### config.mk
export PLATFORM = sky130hd
export DESIGN_NAME = tx_app_side
export DESIGN_NICKNAME = d
export VERILOG_FILES = /design/src/rtl/tx_app_side.v
export VERILOG_INCLUDE_DIRS = /design/src /design/src/rtl
export SDC_FILE = /design/constraint.sdc
export NUM_CORES = 1
export LEC_CHECK = 0
export BUFFER_PORTS_ARGS = -buffer_cell sky130_fd_sc_hd__buf_2
export CORE_MARGIN = 4
export CORE_UTILIZATION = 40
export CTS_CLUSTER_DIAMETER = 40
export DETAILED_ROUTE_END_ITERATION = 12
export PLACE_DENSITY_LB_ADDON = 0.2
export SYNTH_ARGS = -nofsm -noshare
export SYNTH_HDL_FRONTEND = slang
export SYNTH_SLANG_ARGS = --single-unit
### constraint.sdc
create_clock -name clk -period 8.75 [get_ports clk]
set_clock_uncertainty 0.1 [all_clocks]
set_input_delay 1.75 -clock clk [delete_from_list [all_inputs] [get_ports clk]]
set_output_delay 1.75 -clock clk [all_outputs]
set_load 0.02 [all_outputs]
### src/rtl/tx_app_side_map.vh
`ifndef TX_APP_SIDE_MAP_VH
`define TX_APP_SIDE_MAP_VH

// Register offsets (byte addresses, one 32-bit word each)
`define REG_CTRL        8'h00
`define REG_STATUS      8'h04
`define REG_ERR_ENABLE  8'h08
`define REG_PARAM0      8'h0c
`define REG_PARAM1      8'h10
`define REG_PARAM2      8'h14
`define REG_FRAME_LEAD  8'h18
`define REG_CMD_LANE0   8'h1c

// Control register fields
`define CTRL_LINK_EN    0
`define CTRL_SUBCLASS1  1
`define CTRL_CMD_WIDE   2
`define CTRL_OUT_PAUSE  3

// Status register fields: sticky bits, state and level
`define ST_SAMPLE_INV   0
`define ST_CMD_INV      1
`define ST_FIFO_OVF     2
`define ST_SYNC_REQ     3
`define ST_STATE_LSB    8
`define ST_LEVEL_LSB    12

// Parameter register fields
`define P0_LANES_LSB    0
`define P0_F_LSB        8
`define P0_M_LSB        16
`define P0_CS_LSB       24
`define P1_N_LSB        0
`define P1_NP_LSB       8
`define P1_S_LSB        16
`define P1_CF_LSB       24
`define P1_HD_BIT       31
`define P2_E_LSB        0
`define P2_TEST_LSB     8

// Reset values
`define CTRL_RESET      4'h0
`define ERR_EN_RESET    3'h7
`define PARAM0_RESET    32'h00_08_04_01
`define PARAM1_RESET    32'h00_01_10_10
`define PARAM2_RESET    12'h001
`define FRAME_LEAD_RST  8'h08

// Test select codes
`define TEST_NORMAL     4'h0
`define TEST_NO_SCRAM   4'h1

// Link cycles per multiblock: 32 blocks of 66 bits, two blocks per 132-bit word
`define MB_CYCLES       5'h10
`define SYNC_HEADER     2'b01

`endif

### src/rtl/tx_app_side.v
// How it works
// - Sample ready only in user-data phase; data taken same cycle.
// - Frame ready rises a programmed number of cycles before sample ready.
// - Commands per lane, big endian, lane 0 in top slice, MSB first.
// - Command width is 6 bits for CRC-12, 18 bits standalone.
// - Command ready only in user-data phase; application supplies valid commands then.
// - Pulse marks each multiblock start and each extended multiblock start.
// - Static link parameters exported as side-band outputs of documented widths.
// - Four-bit test select: 0000 normal, 0001 scrambler off, rest reserved.
// - Interrupt on any enabled error or any synchronisation request.
// - 132-bit per-lane loopback bus, lane 0 in lowest slice.
// - Block runs on the link clock, line rate over 132.
//
// Design decisions made here: the register addresses and the address-and-strobe port.
`timescale 1ns/1ps
`default_nettype none
`include "tx_app_side_map.vh"

module sample_fifo #(
   parameter WIDTH = 32,
   parameter DEPTH = 4,
   parameter AW    = 2
) (
   input  wire             clk,
   input  wire             rstn,
   input  wire             in_valid,
   output wire             in_ready,
   input  wire [WIDTH-1:0] in_data,
   output wire             out_valid,
   input  wire             out_ready,
   output wire [WIDTH-1:0] out_data,
   output reg  [AW:0]      level
);
   reg [WIDTH-1:0] mem [0:DEPTH-1];
   reg [AW-1:0]    wr_ptr;
   reg [AW-1:0]    rd_ptr;
   wire            push;
   wire            pop;
   assign in_ready  = (level != DEPTH[AW:0]);
   assign out_valid = (level != {(AW+1){1'b0}});
   assign out_data  = mem[rd_ptr];
   assign push      = in_valid & in_ready;
   assign pop       = out_valid & out_ready;

   always @(posedge clk) begin
      if (push)
         mem[wr_ptr] <= in_data;
   end

   always @(posedge clk or negedge rstn) begin
      if (!rstn) begin
         wr_ptr <= {AW{1'b0}};
         rd_ptr <= {AW{1'b0}};
         level  <= {(AW+1){1'b0}};
      end else begin
         if (push)
            wr_ptr <= (wr_ptr == DEPTH[AW-1:0] - 1'b1) ? {AW{1'b0}} : wr_ptr + 1'b1;
         if (pop)
            rd_ptr <= (rd_ptr == DEPTH[AW-1:0] - 1'b1) ? {AW{1'b0}} : rd_ptr + 1'b1;
         level <= level + {{AW{1'b0}}, push} - {{AW{1'b0}}, pop};
      end
   end
endmodule

////////////////////////////////////////////////////////////////////////////////

module tx_app_side #(
   parameter LANES = 2,
   parameter DEPTH = 4,
   parameter AW    = 2
) (
   input  wire                 clk,
   input  wire                 rstn,
   input  wire [7:0]           reg_addr,
   input  wire [31:0]          reg_wdata,
   input  wire                 reg_write,
   input  wire                 reg_read,
   output reg  [31:0]          reg_rdata,
   input  wire [LANES*128-1:0] sample_in_data,
   input  wire                 sample_in_valid,
   output reg                  sample_in_ready,
   output reg                  link_frame_ready,
   input  wire [LANES*18-1:0]  lane_command_in,
   input  wire                 lane_command_valid,
   output reg                  lane_command_ready,
   input  wire                 system_reference_in,
   input  wire                 sync_request_in,
   output reg                  multiblock_start,
   output reg                  ext_multiblock_start,
   output reg  [3:0]           param_lane_count,
   output reg  [7:0]           param_octets_per_frame,
   output reg  [7:0]           param_converter_count,
   output reg  [1:0]           param_ctrl_bits_per_sample,
   output reg  [4:0]           param_resolution,
   output reg  [4:0]           param_bits_per_sample,
   output reg  [4:0]           param_samples_per_frame,
   output reg  [4:0]           param_ctrl_words_per_frame,
   output reg                  param_high_density,
   output reg  [7:0]           param_ext_multiblock_period,
   output reg  [3:0]           param_test_select,
   output reg                  tx_irq_out,
   output reg  [LANES*132-1:0] tx_to_rx_loop_bus
);
   localparam S_IDLE   = 2'd0;
   localparam S_SYSREF = 2'd1;
   localparam S_LEAD   = 2'd2;
   localparam S_USER   = 2'd3;

   reg  [3:0]           ctrl;
   reg  [2:0]           err_enable;
   reg  [3:0]           sticky;
   reg  [31:0]          param0;
   reg  [31:0]          param1;
   reg  [11:0]          param2;
   reg  [7:0]           frame_lead;
   reg  [1:0]           state;
   reg  [1:0]           next_state;
   reg  [7:0]           lead_cnt;
   reg  [4:0]           mb_cnt;
   reg  [7:0]           emb_cnt;
   reg                  sysref_q;
   reg                  sync_q;
   reg  [LANES*18-1:0]  lane_cmd;
   reg  [AW+1:0]        free_after;
   wire [AW:0]          level;
   wire                 fifo_in_ready;
   wire                 fifo_out_valid;
   wire [LANES*128-1:0] fifo_out_data;
   wire [LANES*18-1:0]  cmd_slices;
   wire                 sample_take;
   wire                 drain;
   wire                 sysref_rise;
   wire                 sync_rise;
   wire                 ext_multiblock_clock_restart;
   wire [3:0]           sticky_set;
   wire [3:0]           sticky_clr;

   ////////////////////////////////////////////////////////////////////////////////
   // Register port

   wire wr_status = reg_write & (reg_addr == `REG_STATUS);

   always @(posedge clk or negedge rstn) begin
      if (!rstn) begin
         ctrl       <= `CTRL_RESET;
         err_enable <= `ERR_EN_RESET;
         param0     <= `PARAM0_RESET;
         param1     <= `PARAM1_RESET;
         param2     <= `PARAM2_RESET;
         frame_lead <= `FRAME_LEAD_RST;
      end else if (reg_write) begin
         case (reg_addr)
            `REG_CTRL:       ctrl       <= reg_wdata[3:0];
            `REG_ERR_ENABLE: err_enable <= reg_wdata[2:0];
            `REG_PARAM0:     param0     <= {6'h00, reg_wdata[25:0]};
            `REG_PARAM1:     param1     <= {reg_wdata[31], 2'h0, reg_wdata[28:24], 3'h0, reg_wdata[20:16],
                                            3'h0, reg_wdata[12:8], 3'h0, reg_wdata[4:0]};
            `REG_PARAM2:     param2     <= reg_wdata[11:0];
            `REG_FRAME_LEAD: frame_lead <= reg_wdata[7:0];
            default: ;
         endcase
      end
   end

   // Unmapped offsets read as zero
   always @(posedge clk or negedge rstn) begin
      if (!rstn)
         reg_rdata <= 32'h0000_0000;
      else if (reg_read) begin
         case (reg_addr)
            `REG_CTRL:       reg_rdata <= {28'h0, ctrl};
            `REG_STATUS:     reg_rdata <= {{(32-`ST_LEVEL_LSB-AW-1){1'b0}}, level, 2'h0, state, 4'h0, sticky};
            `REG_ERR_ENABLE: reg_rdata <= {29'h0, err_enable};
            `REG_PARAM0:     reg_rdata <= param0;
            `REG_PARAM1:     reg_rdata <= param1;
            `REG_PARAM2:     reg_rdata <= {20'h0, param2};
            `REG_FRAME_LEAD: reg_rdata <= {24'h0, frame_lead};
            `REG_CMD_LANE0:  reg_rdata <= {14'h0, lane_cmd[LANES*18-1 -: 18]};
            default:         reg_rdata <= 32'h0000_0000;
         endcase
      end
   end

   // Side-band link parameters, held stable for the transport layer
   always @(posedge clk or negedge rstn) begin
      if (!rstn) begin
         param_lane_count            <= 4'h0;
         param_octets_per_frame      <= 8'h00;
         param_converter_count       <= 8'h00;
         param_ctrl_bits_per_sample  <= 2'h0;
         param_resolution            <= 5'h00;
         param_bits_per_sample       <= 5'h00;
         param_samples_per_frame     <= 5'h00;
         param_ctrl_words_per_frame  <= 5'h00;
         param_high_density          <= 1'b0;
         param_ext_multiblock_period <= 8'h00;
         param_test_select           <= `TEST_NORMAL;
      end else begin
         param_lane_count            <= param0[`P0_LANES_LSB +: 4];
         param_octets_per_frame      <= param0[`P0_F_LSB +: 8];
         param_converter_count       <= param0[`P0_M_LSB +: 8];
         param_ctrl_bits_per_sample  <= param0[`P0_CS_LSB +: 2];
         param_resolution            <= param1[`P1_N_LSB +: 5];
         param_bits_per_sample       <= param1[`P1_NP_LSB +: 5];
         param_samples_per_frame     <= param1[`P1_S_LSB +: 5];
         param_ctrl_words_per_frame  <= param1[`P1_CF_LSB +: 5];
         param_high_density          <= param1[`P1_HD_BIT];
         param_ext_multiblock_period <= param2[`P2_E_LSB +: 8];
         param_test_select           <= param2[`P2_TEST_LSB +: 4];
      end
   end

   ////////////////////////////////////////////////////////////////////////////////
   // Link phase sequencing; clk is the link clock, line rate over 132

   assign sysref_rise  = system_reference_in & ~sysref_q;
   assign sync_rise    = sync_request_in & ~sync_q;
   // In subclass 0 the reference input is ignored entirely
   assign ext_multiblock_clock_restart = ctrl[`CTRL_SUBCLASS1] & sysref_rise;

   always @* begin
      next_state = state;
      case (state)
         S_IDLE: begin
            if (ctrl[`CTRL_LINK_EN])
               next_state = ctrl[`CTRL_SUBCLASS1] ? S_SYSREF : S_LEAD;
         end
         S_SYSREF: begin
            if (ext_multiblock_clock_restart)
               next_state = S_LEAD;
         end
         S_LEAD: begin
            if (lead_cnt == 8'h00)
               next_state = S_USER;
         end
         S_USER: ;
         default: next_state = S_IDLE;
      endcase
      // A resync request drops the link back to the start
      if (!ctrl[`CTRL_LINK_EN] || sync_rise)
         next_state = S_IDLE;
   end

   always @(posedge clk or negedge rstn) begin
      if (!rstn) begin
         state    <= S_IDLE;
         lead_cnt <= 8'h00;
         sysref_q <= 1'b0;
         sync_q   <= 1'b0;
      end else begin
         state    <= next_state;
         sysref_q <= system_reference_in;
         sync_q   <= sync_request_in;
         if (next_state == S_LEAD && state != S_LEAD)
            lead_cnt <= (frame_lead == 8'h00) ? 8'h00 : frame_lead - 8'h01;
         else if (lead_cnt != 8'h00)
            lead_cnt <= lead_cnt - 8'h01;
      end
   end

   ////////////////////////////////////////////////////////////////////////////////
   // Multiblock and extended multiblock markers

   always @(posedge clk or negedge rstn) begin
      if (!rstn) begin
         mb_cnt               <= 5'h00;
         emb_cnt              <= 8'h00;
         multiblock_start     <= 1'b0;
         ext_multiblock_start <= 1'b0;
      end else if (state == S_IDLE || ext_multiblock_clock_restart) begin
         mb_cnt               <= 5'h00;
         emb_cnt              <= 8'h00;
         multiblock_start     <= 1'b0;
         ext_multiblock_start <= 1'b0;
      end else begin
         mb_cnt           <= (mb_cnt == `MB_CYCLES - 5'h01) ? 5'h00 : mb_cnt + 5'h01;
         multiblock_start <= (mb_cnt == 5'h00);
         if (mb_cnt == `MB_CYCLES - 5'h01)
            emb_cnt <= (emb_cnt + 8'h01 >= param2[7:0]) ? 8'h00 : emb_cnt + 8'h01;
         ext_multiblock_start <= (mb_cnt == 5'h00) && (emb_cnt == 8'h00);
      end
   end

   ////////////////////////////////////////////////////////////////////////////////
   // Sample and command sinks

   assign sample_take = sample_in_ready & sample_in_valid;
   assign drain       = (state == S_USER) & ~ctrl[`CTRL_OUT_PAUSE];

   // Room left next cycle; ready is registered so it stays one slot ahead
   always @* begin
      free_after = {1'b0, DEPTH[AW:0]} - {1'b0, level} - {{(AW+1){1'b0}}, sample_take}
                   + {{(AW+1){1'b0}}, drain & fifo_out_valid};
   end

   always @(posedge clk or negedge rstn) begin
      if (!rstn) begin
         sample_in_ready    <= 1'b0;
         lane_command_ready <= 1'b0;
         link_frame_ready   <= 1'b0;
      end else begin
         sample_in_ready    <= (next_state == S_USER) && (free_after != {(AW+2){1'b0}});
         lane_command_ready <= (next_state == S_USER);
         link_frame_ready   <= (next_state == S_LEAD) || (next_state == S_USER);
      end
   end

   sample_fifo #(
      .WIDTH (LANES*128),
      .DEPTH (DEPTH),
      .AW    (AW)
   ) u_fifo (
      .clk       (clk),
      .rstn      (rstn),
      .in_valid  (sample_take),
      .in_ready  (fifo_in_ready),
      .in_data   (sample_in_data),
      .out_valid (fifo_out_valid),
      .out_ready (drain),
      .out_data  (fifo_out_data),
      .level     (level)
   );

   genvar i;
   generate
      for (i = 0; i < LANES; i = i + 1) begin : g_lane
         // Lane 0 sits in the top slice of the command bus, first bit at its MSB
         assign cmd_slices[(LANES-1-i)*18 +: 18] = ctrl[`CTRL_CMD_WIDE] ?
                                                  lane_command_in[(LANES-1-i)*18 +: 18] :
                                                  {12'h000, lane_command_in[(LANES-1-i)*6 +: 6]};
         // Lane 0 of the loopback bus is the lowest slice
         always @(posedge clk or negedge rstn) begin
            if (!rstn)
               tx_to_rx_loop_bus[i*132 +: 132] <= {132{1'b0}};
            else if (drain & fifo_out_valid)
               tx_to_rx_loop_bus[i*132 +: 132] <= {`SYNC_HEADER, fifo_out_data[(LANES-1-i)*128 + 64 +: 64],
                                                   `SYNC_HEADER, fifo_out_data[(LANES-1-i)*128 +: 64]};
         end
      end
   endgenerate

   always @(posedge clk or negedge rstn) begin
      if (!rstn)
         lane_cmd <= {(LANES*18){1'b0}};
      else if (lane_command_ready & lane_command_valid)
         lane_cmd <= cmd_slices;
   end

   ////////////////////////////////////////////////////////////////////////////////
   // Sticky errors and interrupt; a new event beats a clear in the same cycle

   assign sticky_set[`ST_SAMPLE_INV] = sample_in_ready & ~sample_in_valid;
   assign sticky_set[`ST_CMD_INV]    = lane_command_ready & ~lane_command_valid;
   // The sink cannot push back, so a full buffer under a valid sample is lost data
   assign sticky_set[`ST_FIFO_OVF]   = sample_take & ~fifo_in_ready;
   assign sticky_set[`ST_SYNC_REQ]   = sync_rise;
   assign sticky_clr                 = wr_status ? reg_wdata[3:0] : 4'h0;
   always @(posedge clk or negedge rstn) begin
      if (!rstn) begin
         sticky     <= 4'h0;
         tx_irq_out <= 1'b0;
      end else begin
         sticky     <= (sticky & ~sticky_clr) | sticky_set;
         tx_irq_out <= |(((sticky & ~sticky_clr) | sticky_set) & {1'b1, err_enable});
      end
   end
endmodule
`default_nettype wire

==> flow_summary.rst, run 1 <==
.. list-table::
   :header-rows: 1

   * - Metric
     - Value
   * - Number of synthesized flops with an enable pin
     - 1024
   * - Post-synth cell types
     - 70
   * - Worst Setup SP
     - sample_in_valid
   * - CP endpoint kind
     - flop
   * - Sequential cell area fraction in the yosys report
     - 0.765
   * - Routability congestion estimate
     - 0.828
   * - Area Growth Syn to Fin
     - 23.0%
   * - WP data required
     - 9.04 ns
   * - Final routed DRC violation total
     - 0
   * - Level count of the clock H-tree
     - 4
   * - Reg-to-Reg End
     - tx_to_rx_loop_bus[168]
   * - Final net count
     - 3817
   * - Commonest register cell after synthesis
     - edfxtp_1
   * - CTS Hold Buffers Added
     - 0
   * - Total power per unit cell area
     - 242 nW/um^2
   * - Dominant cells by area after synthesis
     - edfxtp_1, dfrtp_1, mux4_2, mux2_2, mux2_4
   * - Core area
     - 138000 um^2
   * - Max Root-Sink Buffers
     - 3
   * - Worst skew pair latency
     - 0.80 ns
   * - Synth warnings
     - 0
   * - WL final
     - 134 mm
   * - Startpoint types
     - primary input
   * - Instance count of the mapped netlist
     - 2661
   * - Area of placed instances
     - 61200 um^2
   * - Final-report max-slew violation count
     - 0
   * - Finish-stage setup viols
     - 0
   * - Worst VDD drop
     - 0.181 mV
   * - CTS sink cnt
     - 1500
   * - Drt via density
     - 5.06
   * - Final non-filler cell area
     - 68600 um^2
   * - Placed wire-length estimate
     - 82.8 mm
   * - Worst-margin pin slew
     - 1.01 ns
   * - Antenna-violating nets left
     - 0
   * - Leading area contributor after synthesis
     - edfxtp_1
   * - Endpoint of the most critical setup path
     - u_fifo.mem[0][209]
   * - Final global-route overflow total
     - 0
   * - Area share of the largest cell type after synthesis
     - 0.551
   * - Type of the worst setup path
     - primary input to flop
   * - Clock tree root driver cell
     - clkbuf_16
   * - Run status
     - finished, final reports clean
   * - Number of CTS-inserted buffers
     - 203
   * - Gates resized, CTS repair
     - 0
   * - RSZ-0062 raised after global routing
     - no
   * - Detailed Route Iter0 Violations
     - 1734
   * - Cell Area, Synth
     - 55800 um^2
   * - Fin crit share
     - 0.423
   * - Proportion of synthesized flip-flops having asynchronous set or reset
     - 0.317
   * - Number of port buffers
     - 676
   * - Die Footprint
     - 145000 um^2
   * - Row cnt
     - 136
   * - Reg-to-Reg Start
     - u_fifo.level[1]
   * - Post-layout min period
     - 3.70 ns
   * - Total iterations of the first detailed-routing run
     - 5
   * - Worst relative slew slack
     - 0.329
   * - Global-route wire length before repair
     - 198 mm
   * - Peak Freq
     - 0.270 GHz
   * - Seq cells post-synth
     - 1500
   * - CP Max Fanout
     - 39
   * - Fraction of layout instances using a drive strength above 1
     - 0.463
   * - Post-CTS setup buffer count
     - 0
   * - Effective utilization at floorplan
     - 0.404
   * - CTS tree
     - built
   * - Arr. time, crit path
     - 4.00 ns
   * - Hold crit path type
     - flop to flop
   * - Die width
     - 381 um
   * - I/O pins
     - 697
   * - Clock-pin slew on the worst setup and hold paths
     - 0.06 ns
   * - Most frequent cell after synthesis
     - edfxtp_1
   * - Max-capacitance violation count
     - 0
   * - Number of vias in the routed layout
     - 27958
   * - Average footprint of a synthesized cell
     - 21.0 um^2
   * - Global routing usage summed across all routing layers
     - 0.183
   * - Largest net degree at the start of global routing
     - 139
   * - Register-to-register setup slack
     - 5.42 ns
   * - Leakage power of the design
     - 26.9 nW
   * - Average detailed-routed wire length per instance
     - 24.3 um
   * - Depth of the most critical reg-to-reg path
     - 5
   * - Number of global-route vias before repair
     - 29676
   * - Vertical die dimension
     - 381 um
   * - Number of antenna violations at the first check in global routing
     - 61
   * - Final hold vios
     - 0
   * - Final TNS setup
     - 0 ns
   * - Cell types with the highest counts after synthesis
     - edfxtp_1, dfrtp_1, mux2_2, mux4_2, nand2_1
==> how the worst min path moves through the flow <==
stage                           from  slack (ns)  cells past startpoint                  endpoint
after global placement    param0[23]        0.28                      0  param_converter_count[7]
after detailed placement  param0[21]        0.29                      0  param_converter_count[5]
after floorplan            param0[1]        0.26                      0       param_lane_count[1]
after global routing      param0[21]        0.31                      0  param_converter_count[5]
after CTS                 param0[21]        0.30                      0  param_converter_count[5]
final                      param2[9]        0.30                      0      param_test_select[1]
==> area by class of cell <==
class | instances | area [um^2]
repair buffers | 708 | 3780
well taps | 1863 | 2330
diodes | 29 | 72.6
clock buffers | 237 | 5350
fillers | 11339 | 69400
multi-input cells | 989 | 12200
flip-flops and latches | 1500 | 42700
clock inverters | 150 | 1930
inverters | 51 | 199
==> metal layers <==
| metal | up-vias | track usage | part of all wire |
|---|---|---|---|
| li1 | 12241 | - | - |
| met5 | - | 0 | 0.0018 |
| met4 | 34 | 0.0486 | 0.023 |
| met2 | 901 | 0.300 | 0.49 |
| met3 | 261 | 0.0723 | 0.092 |
| met1 | 14521 | 0.228 | 0.39 |
==> registers in the layout (all words and copies together), names as in the netlist, 12 cells and up <==
signal and count:
param2 12, lane_cmd 18, u_fifo.mem 1024, reg_rdata 30
tx_to_rx_loop_bus 257, param0 26, param1 21
==> cell families (layout without fill, tap and decap cells) <==
logic type | after synthesis | count (layout) | synth area share
other | 1 | 35 | 0.0000672
buffers and inverters | 177 | 1146 | 0.0160
multiplexers | 608 | 608 | 0.176
XOR/XNOR | 16 | 16 | 0.00251
AO/OA/AOI/OAI | 133 | 133 | 0.0159
adder cells (fa/ha/maj) | 24 | 24 | 0.00565
flip-flops | 1500 | 1500 | 0.765
AND/OR/NAND/NOR | 202 | 202 | 0.0188
==> worst max-delay path, cell delays in order <==
cell and delay, ns:
buf_2 0.13, nand2_1 0.12, a21oi_1 0.14, buf_4 0.21
and2_4 0.52, buf_4 0.45, buf_4 0.61
==> layout by cell type (no fill, tap or decap), types with 21 or more instances in the layout <==
master,n
a22oi_1,21
buf_2,675
bufinv_16,25
clkbuf_16,203
clkinv_2,24
clkinvlp_4,31
dfrtp_1,463
diode_2,29
edfxtp_1,1024
ha_1,22
inv_1,50
mux2_2,302
mux4_2,258
nand2_1,66
nand3_1,36
nor2_1,24
o21ai_0,34
o22ai_1,21
==> report_power, final <==
part	leakage, nW	total [mW]	switching (mW)	internal, mW
Combinational	7.73	0.361	0.223	0.138
Clock	3.46	8.55	3.32	5.23
Sequential	15.7	7.70	0.0432	7.65
==> stage by stage <==
stage | total power [mW] | setup slack [ns] | utilization | hold WS (ns) | instances
5_1_grt | 17.2 | 4.88 | 0.497 | 0.307 | 5502
3_3_place_gp | 8.19 | 4.14 | 0.444 | 0.280 | 5111
6_report | 16.6 | 5.05 | 0.497 | 0.300 | 5527
4_1_cts | 16.8 | 5.02 | 0.496 | 0.299 | 5498
2_1_floorplan | 7.97 | 2.80 | - | 0.264 | 2666
3_5_place_dp | 8.20 | 4.16 | 0.444 | 0.287 | 5111
Power figures use the tool's default switching activity.
==> inputs of run 2 (changes only) <==
Clock period 8.75 ns to 3.8 ns, I/O delays scaled along.
==> flow_summary.rst, run 2 (same netlist as run 1, synthesis figures left out) <==
.. list-table::
   :header-rows: 1

   * - Metric
     - Value
   * - Combinational cell fraction of total power
     - 0.026 (+0.004)
   * - Die Footprint
     - 145000 um^2 (unchanged)
   * - Final hold vios
     - 0 (unchanged)
   * - Flop pwr share
     - 0.466 (+0.002)
   * - Cell-internal power
     - 30.0 mW (+130%)
   * - WP data required
     - 4.35 ns (-4.69 ns)
   * - Leakage power of the design
     - 27.9 nW (+3.7%)
   * - Global-route wire length before repair
     - 204 mm (+2.8%)
   * - Total power per unit cell area
     - 537 nW/um^2 (+120%)
   * - Worst skew pair latency
     - 0.82 ns (+0.02 ns)
   * - Worst-margin pin slew
     - 0.951 ns (-0.0550 ns)
   * - Average detailed-routed wire length per instance
     - 23.7 um (-2.3%)
   * - Max Root-Sink Buffers
     - 3 (unchanged)
   * - Area Growth Syn to Fin
     - 27.0%
   * - WL final
     - 136 mm (+1.3%)
   * - Commonest cells after routing, fill and taps aside
     - edfxtp_1, buf_2, dfrtp_1
   * - Level count of the clock H-tree
     - 4 (unchanged)
   * - Number of global-route vias before repair
     - 30853 (+4.0%)
   * - RSZ-0062 raised after global routing
     - no
   * - CTS sink cnt
     - 1500 (unchanged)
   * - Largest net degree at the start of global routing
     - 116 (-17%)
   * - Sink of the worst hold path
     - u_fifo.mem[2][54]
   * - Effective utilization at floorplan
     - 0.404 (unchanged)
   * - Reg-to-Reg Start
     - u_fifo.level[1]
   * - Arr. time, crit path
     - 3.35 ns (-0.65 ns)
   * - Post-layout min period
     - 2.79 ns
   * - Number of antenna violations at the first check in global routing
     - 62 (+1.6%)
   * - Fraction of layout instances using a drive strength above 1
     - 0.448 (-0.0150)
   * - Routability congestion estimate
     - 0.844 (+2.0%)
   * - Min-Delay Startpoint
     - sample_in_data[54]
   * - CTS tree
     - built
   * - Final-report max-slew violation count
     - 0 (unchanged)
   * - Global routing usage summed across all routing layers
     - 0.187 (+0.00417)
   * - Clock tree root driver cell
     - clkbuf_16
   * - Final routed DRC violation total
     - 0 (unchanged)
   * - Placed wire-length estimate
     - 88.5 mm (+6.8%)
   * - Startpoint types
     - flop
   * - CP Max Fanout
     - 26 (-33%)
   * - Leading cell type in the layout, fill and taps excluded
     - edfxtp_1
   * - Final net count
     - 4030 (+5.6%)
   * - Worst relative slew slack
     - 0.366 (+0.0366)
   * - Most flops, register
     - u_fifo.mem
   * - Number of vias in the routed layout
     - 28792 (+3.0%)
   * - Worst VDD drop
     - 0.461 mV (+150%)
   * - Vertical die dimension
     - 381 um (unchanged)
   * - Register-to-register setup slack
     - 1.01 ns (-4.41 ns)
   * - Worst Hold Path Cells
     - 1 (+1)
   * - Gates resized, CTS repair
     - 0 (unchanged)
   * - Overall power consumption
     - 38.0 mW (+130%)
   * - Clock-pin slew on the worst setup and hold paths
     - 0.06 ns (about the same)
   * - Finish-stage setup viols
     - 0 (unchanged)
   * - Detailed Route Iter0 Violations
     - 1524 (-12%)
   * - Max-capacitance violation count
     - 0 (unchanged)
   * - Number of CTS-inserted buffers
     - 196 (-3.4%)
   * - Antenna-violating nets left
     - 0 (unchanged)
   * - Worst Setup SP
     - u_fifo.level[1]
   * - Depth of the most critical reg-to-reg path
     - 10 (+5)
   * - CP endpoint kind
     - flop
   * - Post-CTS setup buffer count
     - 0 (unchanged)
   * - Die width
     - 381 um (unchanged)
   * - I/O pins
     - 697 (unchanged)
   * - Final global-route overflow total
     - 0 (unchanged)
   * - Largest register FFs
     - 1024 (unchanged)
   * - Switching power total
     - 8.01 mW (+120%)
   * - CTS Hold Buffers Added
     - 156 (+156)
   * - Fin crit share
     - 0.735
   * - Final TNS setup
     - 0 ns (unchanged)
   * - Sw frac
     - 0.211 (-0.00502)
   * - Clock share of power
     - 0.508 (-0.007)
   * - Run status
     - finished, final reports clean
   * - Biggest registers after layout
     - u_fifo.mem (1024), tx_to_rx_loop_bus (257), reg_rdata (30)
   * - Row cnt
     - 136 (unchanged)
   * - Peak Freq
     - 0.358 GHz
   * - Drt via density
     - 5.02 (-0.67%)
   * - Total iterations of the first detailed-routing run
     - 5 (unchanged)
   * - Number of port buffers
     - 676 (unchanged)
   * - Type of the worst setup path
     - flop to flop
   * - Core area
     - 138000 um^2 (unchanged)
   * - Reg-to-Reg End
     - u_fifo.level[2]
   * - Hold crit path type
     - primary input to flop
[run 2: per-layer routing]
layer  vias to the layer above  track usage  part of all wire
met5                         -            0            0.0015
met4                        30       0.0579             0.026
met3                       259       0.0682             0.082
met2                       822        0.306              0.49
met1                     15013        0.234              0.40
li1                      12668            -                 -
[run 2: how the worst max path moves through the flow]
stage	end
floorplan	u_fifo.mem[3][0]
global placement	u_fifo.mem[2][237]
detailed placement	u_fifo.mem[2][66]
CTS	u_fifo.level[2]
global route	u_fifo.level[2]
finish	u_fifo.level[2]
[run 2: metrics by stage]
step | setup WS, ns | area [um^2] | hold slack, ns | util | cells
floorplan | -1.16 | 55800 | 0.264 | - | 2666
global placement | 0.657 | 62100 | 0.279 | 0.450 | 5175
detailed placement | 0.690 | 62100 | 0.281 | 0.450 | 5175
CTS | 0.961 | 70800 | 0.000187 | 0.513 | 5702
global route | 0.823 | 70800 | 0.0139 | 0.513 | 5711
finish | 1.01 | 70800 | 0.0731 | 0.513 | 5730
[run 2: final cells by class]
type | count | area, um^2
repair buffers | 928 | 6180
well taps | 1863 | 2330
flip-flops and latches | 1500 | 42700
clock buffers | 243 | 5300
fillers | 11162 | 67200
clock inverters | 128 | 1830
diodes | 28 | 70.1
multi-input cells | 989 | 12200
inverters | 51 | 199
[run 2: power groups by stage]
stage / Sequential, mW / Clock, mW / Combinational, mW
after global placement: 18.0 / 0 / 0.860
after CTS: 17.7 / 19.7 / 1.02
after detailed placement: 18.0 / 0 / 0.877
final: 17.7 / 19.3 / 1.00
after global routing: 17.7 / 20.6 / 1.12
after floorplan: 18.1 / 0 / 0.294
[run 2: critical path, cell delays in order, from the launching register on]
cell and delay [ns]:
dfrtp_1 0.51, nor3_1 0.10, or3_1 0.50, inv_8 0.26
ha_1 0.28, inv_1 0.06, ha_1 0.14, inv_1 0.05
fa_1 0.40, xnor2_1 0.14, xnor2_1 0.13
